**src/verilog/antenna_diversity_defines.svh**
```systemverilog
// Purpose: Register offsets, field positions, reset values and counts
// Assumes: 8-bit register space reached over a plain strobe port
// Notes: Included by both design modules of the diversity block
`ifndef ANTENNA_DIVERSITY_DEFINES_SVH
`define ANTENNA_DIVERSITY_DEFINES_SVH

`define OFS_IRQ_STATUS 8'h04
`define OFS_IRQ_MASK 8'h06
`define OFS_OPCTL_TWO 8'h08
`define OFS_PIN_FUNCTION 8'h0b
`define OFS_STRENGTH 8'h26
`define OFS_THRESHOLD 8'h27

`define RST_OPCTL_TWO 8'h00
`define RST_THRESHOLD 8'h00
`define RST_IRQ_MASK 8'h00
`define RST_PIN_FUNCTION 4'h0

`define DIV_MSB 7
`define DIV_LSB 5
`define IRQ_STRENGTH_BIT 4
`define IRQ_EVAL_BIT 6
`define PIN_FN_CCA 4'he

`define REFRESH_BITS 3'h4
`define MEAS_BITS 8'h10
`define BEACON_BITS 8'h08
`define DWELL_BITS 8'h04

`endif

```
**src/verilog/antenna_diversity_pkg.sv**
```systemverilog
// Purpose: Types shared by the diversity block
// Assumes: Constants live in the defines header
// Notes: No numbers here beyond state codes
package antenna_diversity_pkg;
	typedef enum logic [2:0]
	{
		ST_IDLE = 3'b000,
		ST_TOGGLE = 3'b001,
		ST_MEAS_A = 3'b010,
		ST_MEAS_B = 3'b011,
		ST_HOLD = 3'b100
	} div_state_t;

	typedef struct packed
	{
		logic one;
		logic two;
	} antenna_pair_t;
endpackage

```
**src/verilog/antenna_diversity.sv**
```systemverilog
// Purpose: Antenna choice per received packet and clear-channel strength check
// Assumes: rxMode, txMode, bitTick, preambleStart and strengthIn come from core logic on mclk
// Notes: Register reads answer one cycle after the read strobe
//
// Added by the designer: the strobed register port.
`timescale 1ns/1ps
`include "antenna_diversity_defines.svh"

module antenna_diversity
#(
	parameter logic [7:0] MEAS_WINDOW = `MEAS_BITS,
	parameter logic [7:0] BEACON_WINDOW = `BEACON_BITS,
	parameter logic [7:0] DWELL = `DWELL_BITS
)
(
	input wire logic mclk,
	input wire logic rst_n,
	input wire logic [7:0] regAddr,
	input wire logic [7:0] regWdata,
	input wire logic regWrite,
	input wire logic regRead,
	output logic [7:0] regRdata,
	input wire logic rxMode,
	input wire logic txMode,
	input wire logic bitTick,
	input wire logic preambleStart,
	input wire logic [7:0] strengthIn,
	output antenna_diversity_pkg::antenna_pair_t antenna,
	output logic pinOut,
	output logic irq
);
	antenna_diversity_pkg::div_state_t state;
	logic [7:0] opControl, threshold, irqStatus, irqMask, strength;
	logic [3:0] pinFunction;
	logic [7:0] bitCount, levelA, levelB, bestLevel, window, setBits, clearBits;
	logic refresh, antSel, rxLast, evalDone, ccaStatus;
	logic [2:0] divMode;
	logic autoMode, beacon, active, idleLevel, windowEnd;

	assign divMode = opControl[`DIV_MSB:`DIV_LSB];
	assign autoMode = divMode[2];
	assign beacon = divMode[2] && divMode[1];
	assign active = rxMode || txMode;
	assign idleLevel = autoMode ? divMode[0] : divMode[1];
	assign window = beacon ? BEACON_WINDOW : MEAS_WINDOW;
	assign windowEnd = bitTick && bitCount == window - 8'h01;

	strength_sampler sampler
	(
		.mclk(mclk),
		.rst_n(rst_n),
		.bitTick(bitTick),
		.strengthIn(strengthIn),
		.strength(strength),
		.refresh(refresh)
	);

	// Control and configuration registers
	always_ff @(posedge mclk)
	begin
		if (!rst_n)
		begin
			opControl <= `RST_OPCTL_TWO;
			threshold <= `RST_THRESHOLD;
			irqMask <= `RST_IRQ_MASK;
			pinFunction <= `RST_PIN_FUNCTION;
		end
		else if (regWrite)
		begin
			if (regAddr == `OFS_OPCTL_TWO)
				opControl <= regWdata;
			else if (regAddr == `OFS_THRESHOLD)
				threshold <= regWdata;
			else if (regAddr == `OFS_IRQ_MASK)
				irqMask <= regWdata;
			else if (regAddr == `OFS_PIN_FUNCTION)
				pinFunction <= regWdata[3:0];
		end
	end

	always_ff @(posedge mclk)
	begin
		if (!rst_n || !regRead)
			regRdata <= 8'h00;
		else if (regAddr == `OFS_IRQ_STATUS)
			regRdata <= irqStatus;
		else if (regAddr == `OFS_IRQ_MASK)
			regRdata <= irqMask;
		else if (regAddr == `OFS_OPCTL_TWO)
			regRdata <= opControl;
		else if (regAddr == `OFS_PIN_FUNCTION)
			regRdata <= {4'h0, pinFunction};
		else if (regAddr == `OFS_STRENGTH)
			regRdata <= strength;
		else if (regAddr == `OFS_THRESHOLD)
			regRdata <= threshold;
		else
			regRdata <= 8'h00;
	end

	// Diversity sequencer
	always_ff @(posedge mclk)
	begin
		if (!rst_n)
			rxLast <= 1'b0;
		else
			rxLast <= rxMode;
	end

	always_ff @(posedge mclk)
	begin
		if (!rst_n)
			state <= antenna_diversity_pkg::ST_IDLE;
		else
			case (state)
				antenna_diversity_pkg::ST_IDLE:
					if (rxMode && !rxLast)
						state <= beacon ? antenna_diversity_pkg::ST_MEAS_A
							: antenna_diversity_pkg::ST_TOGGLE;
				antenna_diversity_pkg::ST_TOGGLE:
					if (!rxMode)
						state <= antenna_diversity_pkg::ST_IDLE;
					else if (preambleStart)
						state <= antenna_diversity_pkg::ST_MEAS_A;
				antenna_diversity_pkg::ST_MEAS_A:
					if (!rxMode)
						state <= antenna_diversity_pkg::ST_IDLE;
					else if (windowEnd)
						state <= autoMode ? antenna_diversity_pkg::ST_MEAS_B
							: antenna_diversity_pkg::ST_HOLD;
				antenna_diversity_pkg::ST_MEAS_B:
					if (!rxMode)
						state <= antenna_diversity_pkg::ST_IDLE;
					else if (windowEnd)
						state <= antenna_diversity_pkg::ST_HOLD;
				antenna_diversity_pkg::ST_HOLD:
					if (!rxMode)
						state <= antenna_diversity_pkg::ST_IDLE;
				default:
					state <= antenna_diversity_pkg::ST_IDLE;
			endcase
	end

	// Bit counter for the dwell and measurement windows
	always_ff @(posedge mclk)
	begin
		if (!rst_n)
			bitCount <= 8'h00;
		else if (state == antenna_diversity_pkg::ST_IDLE || (preambleStart
			&& state == antenna_diversity_pkg::ST_TOGGLE) || windowEnd)
			bitCount <= 8'h00;
		else if (state == antenna_diversity_pkg::ST_TOGGLE && bitTick && bitCount == DWELL - 8'h01)
			bitCount <= 8'h00;
		else if (bitTick)
			bitCount <= bitCount + 8'h01;
	end

	// Antenna choice; held through transmit so the reply reuses it
	always_ff @(posedge mclk)
	begin
		if (!rst_n)
		begin
			antSel <= 1'b0;
			levelA <= 8'h00;
			levelB <= 8'h00;
		end
		else
			case (state)
				antenna_diversity_pkg::ST_IDLE:
					if (rxMode && !rxLast && autoMode)
						antSel <= 1'b0;
				antenna_diversity_pkg::ST_TOGGLE:
					if (preambleStart)
						antSel <= 1'b0;
					else if (bitTick && bitCount == DWELL - 8'h01)
						antSel <= !antSel;
				antenna_diversity_pkg::ST_MEAS_A:
					if (windowEnd)
					begin
						levelA <= strengthIn;
						levelB <= 8'h00;
						if (autoMode)
							antSel <= 1'b1;
					end
				antenna_diversity_pkg::ST_MEAS_B:
					if (windowEnd)
					begin
						levelB <= strengthIn;
						antSel <= strengthIn > levelA;
					end
			endcase
	end

	assign bestLevel = levelB > levelA ? levelB : levelA;

	// Evaluation finishes at the end of the last window
	always_ff @(posedge mclk)
	begin
		if (!rst_n)
			evalDone <= 1'b0;
		else
			evalDone <= windowEnd && rxMode && (state == antenna_diversity_pkg::ST_MEAS_B
				|| (state == antenna_diversity_pkg::ST_MEAS_A && !autoMode));
	end

	// Held until the next evaluation replaces it
	always_ff @(posedge mclk)
	begin
		if (!rst_n)
			ccaStatus <= 1'b0;
		else if (evalDone)
			ccaStatus <= bestLevel > threshold;
	end

	// Sticky status, write one to clear; a set in the same cycle wins
	always_comb
	begin
		setBits = 8'h00;
		setBits[`IRQ_STRENGTH_BIT] = evalDone && bestLevel > threshold;
		setBits[`IRQ_EVAL_BIT] = evalDone;
		clearBits = (regWrite && regAddr == `OFS_IRQ_STATUS) ? regWdata : 8'h00;
	end

	always_ff @(posedge mclk)
	begin
		if (!rst_n)
			irqStatus <= 8'h00;
		else
			irqStatus <= (irqStatus & ~clearBits) | setBits;
	end

	assign irq = |(irqStatus & irqMask);

	// Output drive; fixed codes ignore the sequencer
	always_ff @(posedge mclk)
	begin
		if (!rst_n)
		begin
			antenna <= '0;
			pinOut <= 1'b0;
		end
		else
		begin
			pinOut <= pinFunction == `PIN_FN_CCA && ccaStatus;
			if (!active)
			begin
				antenna.one <= idleLevel;
				antenna.two <= idleLevel;
			end
			else if (!autoMode)
			begin
				antenna.one <= divMode[0];
				antenna.two <= !divMode[0];
			end
			else
			begin
				antenna.one <= antSel;
				antenna.two <= !antSel;
			end
		end
	end
endmodule

```
**src/verilog/strength_sampler.sv**
```systemverilog
// Purpose: Holds the published signal strength, refreshed every few bit periods
// Assumes: bitTick is one pulse per bit period on mclk
// Notes: Refresh is one clock wide; a read in that cycle sees the new value
`timescale 1ns/1ps
`include "antenna_diversity_defines.svh"
module strength_sampler
(
	input wire logic mclk,
	input wire logic rst_n,
	input wire logic bitTick,
	input wire logic [7:0] strengthIn,
	output logic [7:0] strength,
	output logic refresh
);
	logic [2:0] bitCount;

	always_ff @(posedge mclk)
	begin
		if (!rst_n)
			bitCount <= 3'h0;
		else if (bitTick)
			bitCount <= (bitCount == `REFRESH_BITS - 3'h1) ? 3'h0 : bitCount + 3'h1;
	end

	// One update per four bit periods
	always_ff @(posedge mclk)
	begin
		if (!rst_n)
		begin
			strength <= 8'h00;
			refresh <= 1'b0;
		end
		else
		begin
			refresh <= bitTick && bitCount == `REFRESH_BITS - 3'h1;
			if (bitTick && bitCount == `REFRESH_BITS - 3'h1)
				strength <= strengthIn;
		end
	end
endmodule

```
**config.mk**
```make
export PLATFORM = sky130hd
export DESIGN_NAME = antenna_diversity
export DESIGN_NICKNAME = d
export VERILOG_FILES = /design/src/verilog/antenna_diversity_pkg.sv /design/src/verilog/antenna_diversity.sv /design/src/verilog/strength_sampler.sv
export VERILOG_INCLUDE_DIRS = /design/src /design/src/verilog
export SDC_FILE = /design/constraint.sdc
export NUM_CORES = 1
export LEC_CHECK = 0
export BUFFER_PORTS_ARGS = -buffer_cell sky130_fd_sc_hd__buf_2
export CORE_ASPECT_RATIO = 0.7
export CORE_MARGIN = 5
export CORE_UTILIZATION = 59
export DETAILED_ROUTE_END_ITERATION = 7
export PLACE_DENSITY = 0.75
export SLEW_MARGIN = 15
export SYNTH_ARGS = -nofsm -noshare
export SYNTH_HDL_FRONTEND = slang
export SYNTH_SLANG_ARGS = --single-unit
export TNS_END_PERCENT = 100
```
**constraint.sdc**
```tcl
create_clock -name mclk -period 4.76 [get_ports mclk]
set_clock_uncertainty 0.05 [all_clocks]
set_input_delay 0.714 -clock mclk [delete_from_list [all_inputs] [get_ports mclk]]
set_output_delay 0.714 -clock mclk [all_outputs]
set_load 0.01 [all_outputs]
```
==> results of run 1 <==
==> per-layer routing <==
metal	global-route usage [%]	vias up
met1	34.74	1864
met2	36.50	153
li1	-	1949
met4	5.058	0
met3	7.462	17
met5	0	-
==> per-stage QoR <==
step	cell area, sq um	instances	hold WS (ns)	power (W)
final	5294	672	0.3833	0.001649
after global routing	5294	672	0.4197	0.001716
after CTS	5294	672	0.3847	0.001656
after detailed placement	5011	657	0.3748	0.0009765
after global placement	5011	657	0.3694	0.0009725
after floorplan	4762	537	0.3620	0.0009225
==> synth_stat cells (2+ instances only) <==
cell / n / area [sq um]
a211o_1: 2 / 17.52
a211oi_1: 2 / 15.01
a21boi_0: 22 / 165.2
a21boi_1: 11 / 82.58
a21o_1: 9 / 67.56
a21oi_1: 23 / 115.1
a221oi_1: 3 / 26.28
a22oi_1: 7 / 52.55
a2bb2oi_1: 2 / 17.52
a32oi_1: 3 / 26.28
and2_1: 4 / 25.02
and3_1: 2 / 12.51
buf_1: 3 / 11.26
buf_2: 5 / 25.02
clkbuf_1: 17 / 63.81
dfxtp_1: 89 / 1782
ha_1: 26 / 325.3
inv_1: 21 / 78.83
mux2_2: 8 / 90.09
mux2i_1: 38 / 380.4
nand2_1: 76 / 285.3
nand2b_1: 4 / 25.02
nand3_1: 21 / 105.1
nand3_2: 2 / 20.02
nand3b_1: 2 / 15.01
nand4_1: 7 / 43.79
nor2_1: 29 / 108.9
nor2b_1: 33 / 206.5
nor3_1: 3 / 15.01
nor3b_1: 2 / 15.01
nor4b_2: 2 / 30.03
o21a_1: 3 / 22.52
o21ai_0: 18 / 90.09
o32ai_1: 2 / 17.52
or3_1: 2 / 12.51
xnor2_1: 4 / 35.03
xor2_1: 4 / 35.03
==> logic make-up (layout without fill, tap and decap cells) <==
logic type | after synthesis | in the layout | synth area share (%)
compound gates | 119 | 119 | 17.81
xor+xnor | 8 | 8 | 1.471
fa+ha+maj | 26 | 26 | 6.831
buf+inv | 47 | 81 | 3.915
flops | 89 | 89 | 37.41
mux | 46 | 46 | 9.879
simple gates | 202 | 202 | 22.67
==> critical path: cells and delay by family (launching register included) <==
kind,cells,cell delay (ns)
mux,1,0.40
compound gates,8,1.64
fa+ha+maj,2,0.60
simple gates,1,0.14
flops,1,0.34
buf+inv,1,0.07
==> final cells by class <==
| type | instances | area, sq um |
|---|---|---|
| multi-input cells | 401 | 2794 |
| well taps | 101 | 126.4 |
| clock inverters | 1 | 8.758 |
| repair buffers | 45 | 230.2 |
| fillers | 656 | 2577 |
| clock buffers | 14 | 274.0 |
| inverters | 21 | 78.83 |
| flip-flops and latches | 89 | 1782 |
==> sequential cells by signal, summed over array words and instances (netlist names) <==
signal / count
antSel: 1
antenna: 2
bitCount: 8
ccaStatus: 1
evalDone: 1
irqMask: 8
irqStatus: 8
levelA: 8
levelB: 8
opControl: 8
pinFunction: 4
pinOut: 1
regRdata: 8
rxLast: 1
sampler.bitCount: 3
sampler.strength: 8
state: 3
threshold: 8
==> path summary, 6_finish.rpt <==
kind,start,to,slack (ns),cells past startpoint
worst max register to register,levelA[3]$_SDFFE_PN0P_,ccaStatus$_SDFFE_PN0P_,1.39,13
worst max-delay path,levelA[3]$_SDFFE_PN0P_,ccaStatus$_SDFFE_PN0P_,1.39,13
worst min register to register,sampler.bitCount[2]$_SDFFE_PN0P_,sampler.bitCount[2]$_SDFFE_PN0P_,0.38,2
worst min-delay path,sampler.bitCount[2]$_SDFFE_PN0P_,sampler.bitCount[2]$_SDFFE_PN0P_,0.38,2
==> power breakdown <==
group          internal [W]  switching [W]
combinational     0.0000735      0.0000941
clock              0.000396       0.000287
sequential         0.000758      0.0000399
==> flow_summary.ini, run 1 <==
[clock_tree]
clk_pin_slew_worst_paths_ns = 0.06
clock_latency_ns = 0.34
cts-root-buf = clkbuf_16
htree_levels = 3
hold_buffers = 0
clock_sinks = 89
cts_setup_buffers = 0
cts_buffers = 9
ctsResizeCount = 0
cts_tree = done
clockBufferDepth = 2

[sta]
max_freq_mhz = 296.9
worst_slew_pin_slew_ns = 0.8307
setup_ws_ns = 1.392
slew_headroom_pct = 44.55
hold_viol = 0
rsz0062_at_grt = no
finalCritPeriodShare_pct = 70.75
period_needed_ns = 3.368
tns_ns = 0
final_max_slew_viol_count = 0
setup_viol = 0

[cells_and_area]
fin_nets = 625
layout_commonest_cell = dfxtp_1
areaGrowthSynthToFinish_pct = 11.17
layout-drive-gt1-share_pct = 14.71
utilization_pct = 67.25
num_antenna_cells = 0
mostFrequentLayoutCells = dfxtp_1 (89), nand2_1 (76), buf_2 (43)

[setup_path]
cpPeakStageDelay_ns = 0.40
crit_path_end_kind = flop
worstSetupStartpointType = flop
cp_cell_sequence = inv_1, ha_1, a21o_1, a21oi_1, a21oi_1, o22ai_2, mux2_2, ha_1, nor2b_1, o21a_1, o21a_1, o311ai_0, a21boi_0
cp_max_fo = 8
worstPathArrival_ns = 3.52
slowest_stage = o22ai_2
critPathKind = flop to flop
cp.required_ns = 4.91

[pwr]
p_leak_nw = 2.135
peakVddDrop_uv = 334.1
power_density_nw_per_um2 = 311.5

[grt]
grt_max_degree = 58
antenna_found_initial = 0
grt_pass1_wl_um = 19970
grt_overflow = 0
grt_pass1_vias = 3926
grt_use_total_pct = 24.39

[placement]
place_congestion = 0.8880
io_buffers = 43
dp_slack_ns = 1.411
place_hpwl_um = 8673

[routing]
ant_nets = 0
vias = 3983
drt-total-wl_um = 11850
drcViolationCount = 0
vias_per_cell = 5.927
firstDrtPassIters = 5
dr.max_layer_used = met4
detail_route.wl_per_cell_um = 17.64
route.met2.wl_um = 5168
wl_met1_um = 5611
wl_met3_um = 962
drtIter0Drc = 301

[floorplanning]
die_y_um = 85.17
ios = 44
num_rows = 27
die_area_sq_um = 9997
start_util_pct = 60.50
dieWidth_um = 117.4
coreArea_sq_um = 7871

[synthesis]
yosysWarnings = 0
syn_nets = 595
ys_types = 63
synth_edf_count = 0
ys_seq_area_share_pct = 37.41
syn_area_sq_um = 4762
avgSynthCellArea_sq_um = 8.868
async_flop_share_pct = 0
synth_seq_cells = 89
ys.flop_type = dfxtp_1
synth_cells = 537

[min_path]
hp-class = flop to flop

[outcome]
status = finished, final reports clean

[run]
cap_violations = 0
Note: power is estimated with default switching activity, not from simulation.
==> run 2, diff against run 1 <==
--- a/config.mk
+++ b/config.mk
@@ -9,9 +9,9 @@
 export BUFFER_PORTS_ARGS = -buffer_cell sky130_fd_sc_hd__buf_2
 export CORE_ASPECT_RATIO = 0.7
 export CORE_MARGIN = 5
-export CORE_UTILIZATION = 59
+export CORE_UTILIZATION = 54
 export DETAILED_ROUTE_END_ITERATION = 7
-export PLACE_DENSITY = 0.75
+export PLACE_DENSITY = 0.72
 export SLEW_MARGIN = 15
 export SYNTH_ARGS = -nofsm -noshare
 export SYNTH_HDL_FRONTEND = slang
==> constraint.sdc (replaced) <==
create_clock -name mclk -period 2.9 [get_ports mclk]
set_clock_uncertainty 0.05 [all_clocks]
set_input_delay 0.435 -clock mclk [delete_from_list [all_inputs] [get_ports mclk]]
set_output_delay 0.435 -clock mclk [all_outputs]
set_load 0.01 [all_outputs]
==> run 2 against run 1 <==
Compared with the run above: flip-flop and latch count unchanged; hold slack worse by 0.11 ns; cell area up 5.6%; die area up 8.3%; sequential power up 60%; highest routed layer unchanged; sequential share of layout area down 1.6 points; final cell count up 5.4%; combinational power up 86%.
==> flow_summary.ini, run 2 (synthesis gave the netlist of run 1 again) <==
[outcome]
status = finished, final reports clean

[routing]
drt-total-wl_um = 11790
firstDrtPassIters = 5
drcViolationCount = 0
ant_nets = 0
detail_route.wl_per_cell_um = 16.65
vias = 4009
vias_per_cell = 5.662
drtIter0Drc = 284

[setup_path]
crit_end = irqStatus[4]$_SDFF_PN0_
worstReg2RegStart = levelA[3]$_SDFFE_PN0P_
r2r_end = irqStatus[4]$_SDFF_PN0_
worstPathArrival_ns = 2.98
critPathKind = flop to flop
startpoint = levelA[3]$_SDFFE_PN0P_
cp.required_ns = 3.07
worstSetupStartpointType = flop
cp_max_fo = 4
reg2reg_slack_ns = 0.1
crit_path_end_kind = flop
ff2ff_path_depth = 14

[grt]
grt_use_total_pct = 23.04
grt_pass1_wl_um = 19540
grt_pass1_vias = 3930
grt_overflow = 0
grt_max_degree = 63
antenna_found_initial = 0

[clock_tree]
cts-root-buf = clkbuf_16
cts_buffers = 9
hold_buffers = 0
cts_tree = done
clockBufferDepth = 2
clk_pin_slew_worst_paths_ns = 0.06
htree_levels = 3
clock_sinks = 89
clock_latency_ns = 0.34

[cells_and_area]
mostFrequentLayoutCells = dfxtp_1 (83), nand2_1 (76), buf_2 (43)
num_antenna_cells = 0
layout-drive-gt1-share_pct = 21.26
fill_cells = 708
utilization_pct = 65.64
fin_nets = 641
areaGrowthSynthToFinish_pct = 17.34
layout_commonest_cell = dfxtp_1

[sta]
worst_slew_pin_slew_ns = 0.8121
final_max_slew_viol_count = 0
period_needed_ns = 2.801
rsz0062_at_grt = yes
hold_viol = 0
finalCritPeriodShare_pct = 96.59
tns_ns = 0
setup_viol = 0
max_freq_mhz = 357.0
slew_headroom_pct = 45.41

[run]
cap_violations = 0

[floorplanning]
die_area_sq_um = 10830
dieWidth_um = 122.2
num_rows = 28
die_y_um = 88.57
ios = 44
start_util_pct = 55.94
coreArea_sq_um = 8513

[pwr]
power_density_nw_per_um2 = 490.9
power_w = 0.002743
peakVddDrop_uv = 399.6
p_leak_nw = 2.262

[placement]
place_hpwl_um = 8566
place_congestion = 0.9664
io_buffers = 43

[min_path]
hp-class = primary input to flop
==> run 2: timing repair <==
| item | 4_1_cts | 5_1_grt |
|---|---|---|
| pin swaps | 3 | 11 |
| endpoints found under the setup margin | 2 | 2 |
| gates resized for setup | 7 | 23 |
| setup buffers | 1 | 1 |
==> run 2: report_power, final <==
part | leakage [nW] | internal (W) | total, W | switching, W
clock network | 0.137 | 0.000693 | 0.00115 | 0.000458
registers | 0.721 | 0.00124 | 0.00128 | 0.0000357
logic | 1.40 | 0.000130 | 0.000312 | 0.000182
==> run 2: cell type report <==
class                      instances  area [sq um]  share of cell area, %
tap                              120         150.1                  2.687
inverter                          21         78.83                  1.411
multi-input combinational        401          2920                  52.26
timing repair buffer              61         357.8                  6.404
clock buffer                      14         254.0                  4.545
clock inverter                     2         37.54                 0.6717
sequential                        89          1789                  32.02
==> run 2: worst max-delay path: stages, from the launching register on <==
cell      delay (ns)
dfxtp_2         0.32
inv_2           0.08
ha_4            0.21
a21o_1          0.17
a21oi_2         0.13
a21oi_2         0.07
o22ai_2         0.17
buf_6           0.15
mux2_4          0.30
ha_4            0.22
nor2b_1         0.13
o21a_1          0.17
o21a_1          0.18
o311ai_2        0.25
a21boi_1        0.10
==> run 2: through the flow <==
stage	hold WS, ns	setup slack [ns]	cell area (sq um)	instances
global placement	0.3704	0.02027	5156	690
floorplan	0.3620	0.04125	4778	537
detailed placement	0.3715	-0.07252	5156	690
global route	0.2723	-0.08004	5588	708
CTS	0.2532	0.01919	5469	707
finish	0.2761	0.09880	5588	708
==> run 2: worst min-delay path by stage <==
stage | endpoint | startpoint | slack, ns | cells after the start
after detailed placement | sampler.bitCount[2]$_SDFFE_PN0P_ | sampler.bitCount[2]$_SDFFE_PN0P_ | 0.37 | 2
after floorplan | sampler.bitCount[2]$_SDFFE_PN0P_ | sampler.bitCount[2]$_SDFFE_PN0P_ | 0.36 | 2
after global placement | sampler.bitCount[2]$_SDFFE_PN0P_ | sampler.bitCount[2]$_SDFFE_PN0P_ | 0.37 | 2
after CTS | irqStatus[5]$_SDFF_PN0_ | regWdata[5] | 0.25 | 2
final | irqStatus[5]$_SDFF_PN0_ | regWdata[5] | 0.28 | 2
after global routing | irqStatus[5]$_SDFF_PN0_ | regWdata[5] | 0.27 | 2
==> run 2: per-layer routing <==
metal / part of all wire [%] / track usage, % / vias up
li1: - / - / 1978
met1: 50 / 33.11 / 1888
met2: 43 / 34.50 / 135
met3: 6.3 / 6.070 / 8
met4: 0.70 / 5.894 / 0
met5: 0 / 0 / -
==> run 3, diff against run 2 <==
--- a/config.mk
+++ b/config.mk
@@ -12,6 +12,7 @@
 export CORE_UTILIZATION = 54
 export DETAILED_ROUTE_END_ITERATION = 7
 export PLACE_DENSITY = 0.72
+export SKIP_LAST_GASP = 1
 export SLEW_MARGIN = 15
 export SYNTH_ARGS = -nofsm -noshare
 export SYNTH_HDL_FRONTEND = slang
==> constraint.sdc (replaced) <==
create_clock -name mclk -period 2.2 [get_ports mclk]
set_clock_uncertainty 0.05 [all_clocks]
set_input_delay 0.33 -clock mclk [delete_from_list [all_inputs] [get_ports mclk]]
set_output_delay 0.33 -clock mclk [all_outputs]
set_load 0.01 [all_outputs]
==> run 3 against run 2 <==
Compared with the run above: the flow now finishes with violations (setup timing); critical path type unchanged; highest routed layer unchanged; flip-flop and latch count stayed put; sequential share of layout area is 1.3 points lower; sequential power up 30%; via count is 5.6% higher; hold slack worse by 0.11 ns; largest cell class unchanged; critical path depth fell by 1.
==> flow_summary.ini, run 3 (synthesis gave the netlist of run 1 again) <==
[sta]
slew_headroom_pct = 39.04
setup_ws_ns = -0.6771
period_needed_ns = 2.877
finalCritPeriodShare_pct = 130.8
max_freq_mhz = 347.6
rsz0062_at_grt = yes
final_max_slew_viol_count = 0
worst_slew_pin_slew_ns = 0.9125
holdWs_ns = 0.1613
hold_viol = 0
setup_viol = 2

[clock_tree]
clk_pin_slew_worst_paths_ns = 0.06
cts_tree = done
htree_levels = 3
clock_sinks = 89
cts-root-buf = clkbuf_16
clock_latency_ns = 0.35
clockBufferDepth = 2
hold_buffers = 0
cts_buffers = 9

[setup_path]
critPathKind = flop to flop
crit_path_end_kind = flop
cp_max_fo = 4
cp.required_ns = 2.37
worstSetupStartpointType = flop
worstPathArrival_ns = 3.05

[outcome]
status = finished, violations left
violations = setup timing

[floorplanning]
ios = 44
coreArea_sq_um = 8513
die_area_sq_um = 10830
die_y_um = 88.57
dieWidth_um = 122.2
num_rows = 28
start_util_pct = 55.94

[pwr]
peakVddDrop_uv = 378.8
power_w = 0.003544
power_density_nw_per_um2 = 607.4
p_leak_nw = 2.418

[cells_and_area]
areaGrowthSynthToFinish_pct = 22.52
utilization_pct = 68.53
fin_nets = 667
layout_commonest_cell = dfxtp_1
num_antenna_cells = 0
layout-drive-gt1-share_pct = 26.22
stdcell_count = 734
fill_cells = 672
mostFrequentLayoutCells = dfxtp_1 (80), nand2_1 (76), buf_2 (43)

[placement]
dp_slack_ns = -0.7475
place_congestion = 0.9395
io_buffers = 43
place_hpwl_um = 9125
placedCellCount = 716

[routing]
drt-total-wl_um = 12700
detail_route.wl_per_cell_um = 17.30
drcViolationCount = 0
drtIter0Drc = 331
ant_nets = 0
vias = 4232
firstDrtPassIters = 5
vias_per_cell = 5.766

[run]
cap_violations = 0

[grt]
antenna_found_initial = 0
grt_pass1_wl_um = 20640
grt_overflow = 0
grt_max_degree = 65
grt_pass1_vias = 4131
grt_use_total_pct = 24.49

[min_path]
hp-class = primary input to flop
==> run 3: power breakdown <==
group	internal (W)	total [W]	switching [W]	leakage, nW
combinational	0.000181	0.000445	0.000264	1.56
sequential	0.00164	0.00167	0.0000311	0.723
clock	0.000792	0.00143	0.000635	0.139
==> run 3: what timing repair did <==
action | CTS | global route
pin swaps | 12 | 11
setup endpoints to repair | 2 | 2
buffers inserted | 2 | 0
resized for setup | 18 | 6
==> run 3: through the flow <==
stage	setup TNS [ns]	cell area [sq um]
3_3_place_gp	-1.240	5413
3_5_place_dp	-1.490	5413
5_1_grt	-1.543	5834
4_1_cts	-1.212	5807
6_report	-1.338	5834
2_1_floorplan	-1.051	4840
==> run 3: area by class of cell <==
| class | instances | area, sq um | share of cell area, % |
|---|---|---|---|
| clock buffer | 11 | 242.7 | 4.160 |
| multi-input combinational | 401 | 2975 | 51.00 |
| sequential | 89 | 1793 | 30.73 |
| clock inverter | 5 | 28.78 | 0.4932 |
| tap | 120 | 150.1 | 2.573 |
| timing repair buffer | 87 | 565.5 | 9.693 |
| inverter | 21 | 78.83 | 1.351 |
==> run 3: worst paths after layout <==
check | start | endpoint | slack, ns | cells past startpoint
worst min-delay path | regWdata[7] | irqStatus[7]$_SDFF_PN0_ | 0.16 | 2
worst min register to register | sampler.bitCount[2]$_SDFFE_PN0P_ | sampler.bitCount[2]$_SDFFE_PN0P_ | 0.39 | 2
worst max-delay path | levelA[4]$_SDFFE_PN0P_ | irqStatus[4]$_SDFF_PN0_ | -0.68 | 13
worst max register to register | levelA[4]$_SDFFE_PN0P_ | irqStatus[4]$_SDFF_PN0_ | -0.68 | 13
==> run 3: critical path, cell delays in order (launching register included) <==
cell,delay (ns)
dfxtp_2,0.34
inv_2,0.05
ha_4,0.26
and3_4,0.22
nand3_2,0.10
o22ai_4,0.24
buf_12,0.15
mux2_2,0.35
ha_4,0.22
a21oi_1,0.21
o21ai_2,0.10
mux2_2,0.28
o311ai_2,0.09
a21boi_1,0.11
==> run 3: per-layer routing <==
metal / global-route usage (%) / share of wire [%] / wire length [um] / up-vias
li1: - / - / - / 2033
met1: 34.17 / 45 / 5692 / 2017
met2: 37.79 / 45 / 5701 / 169
met3: 6.901 / 9.3 / 1180 / 13
met4: 5.996 / 0.96 / 122 / 0
met5: 0 / 0 / 0 / -
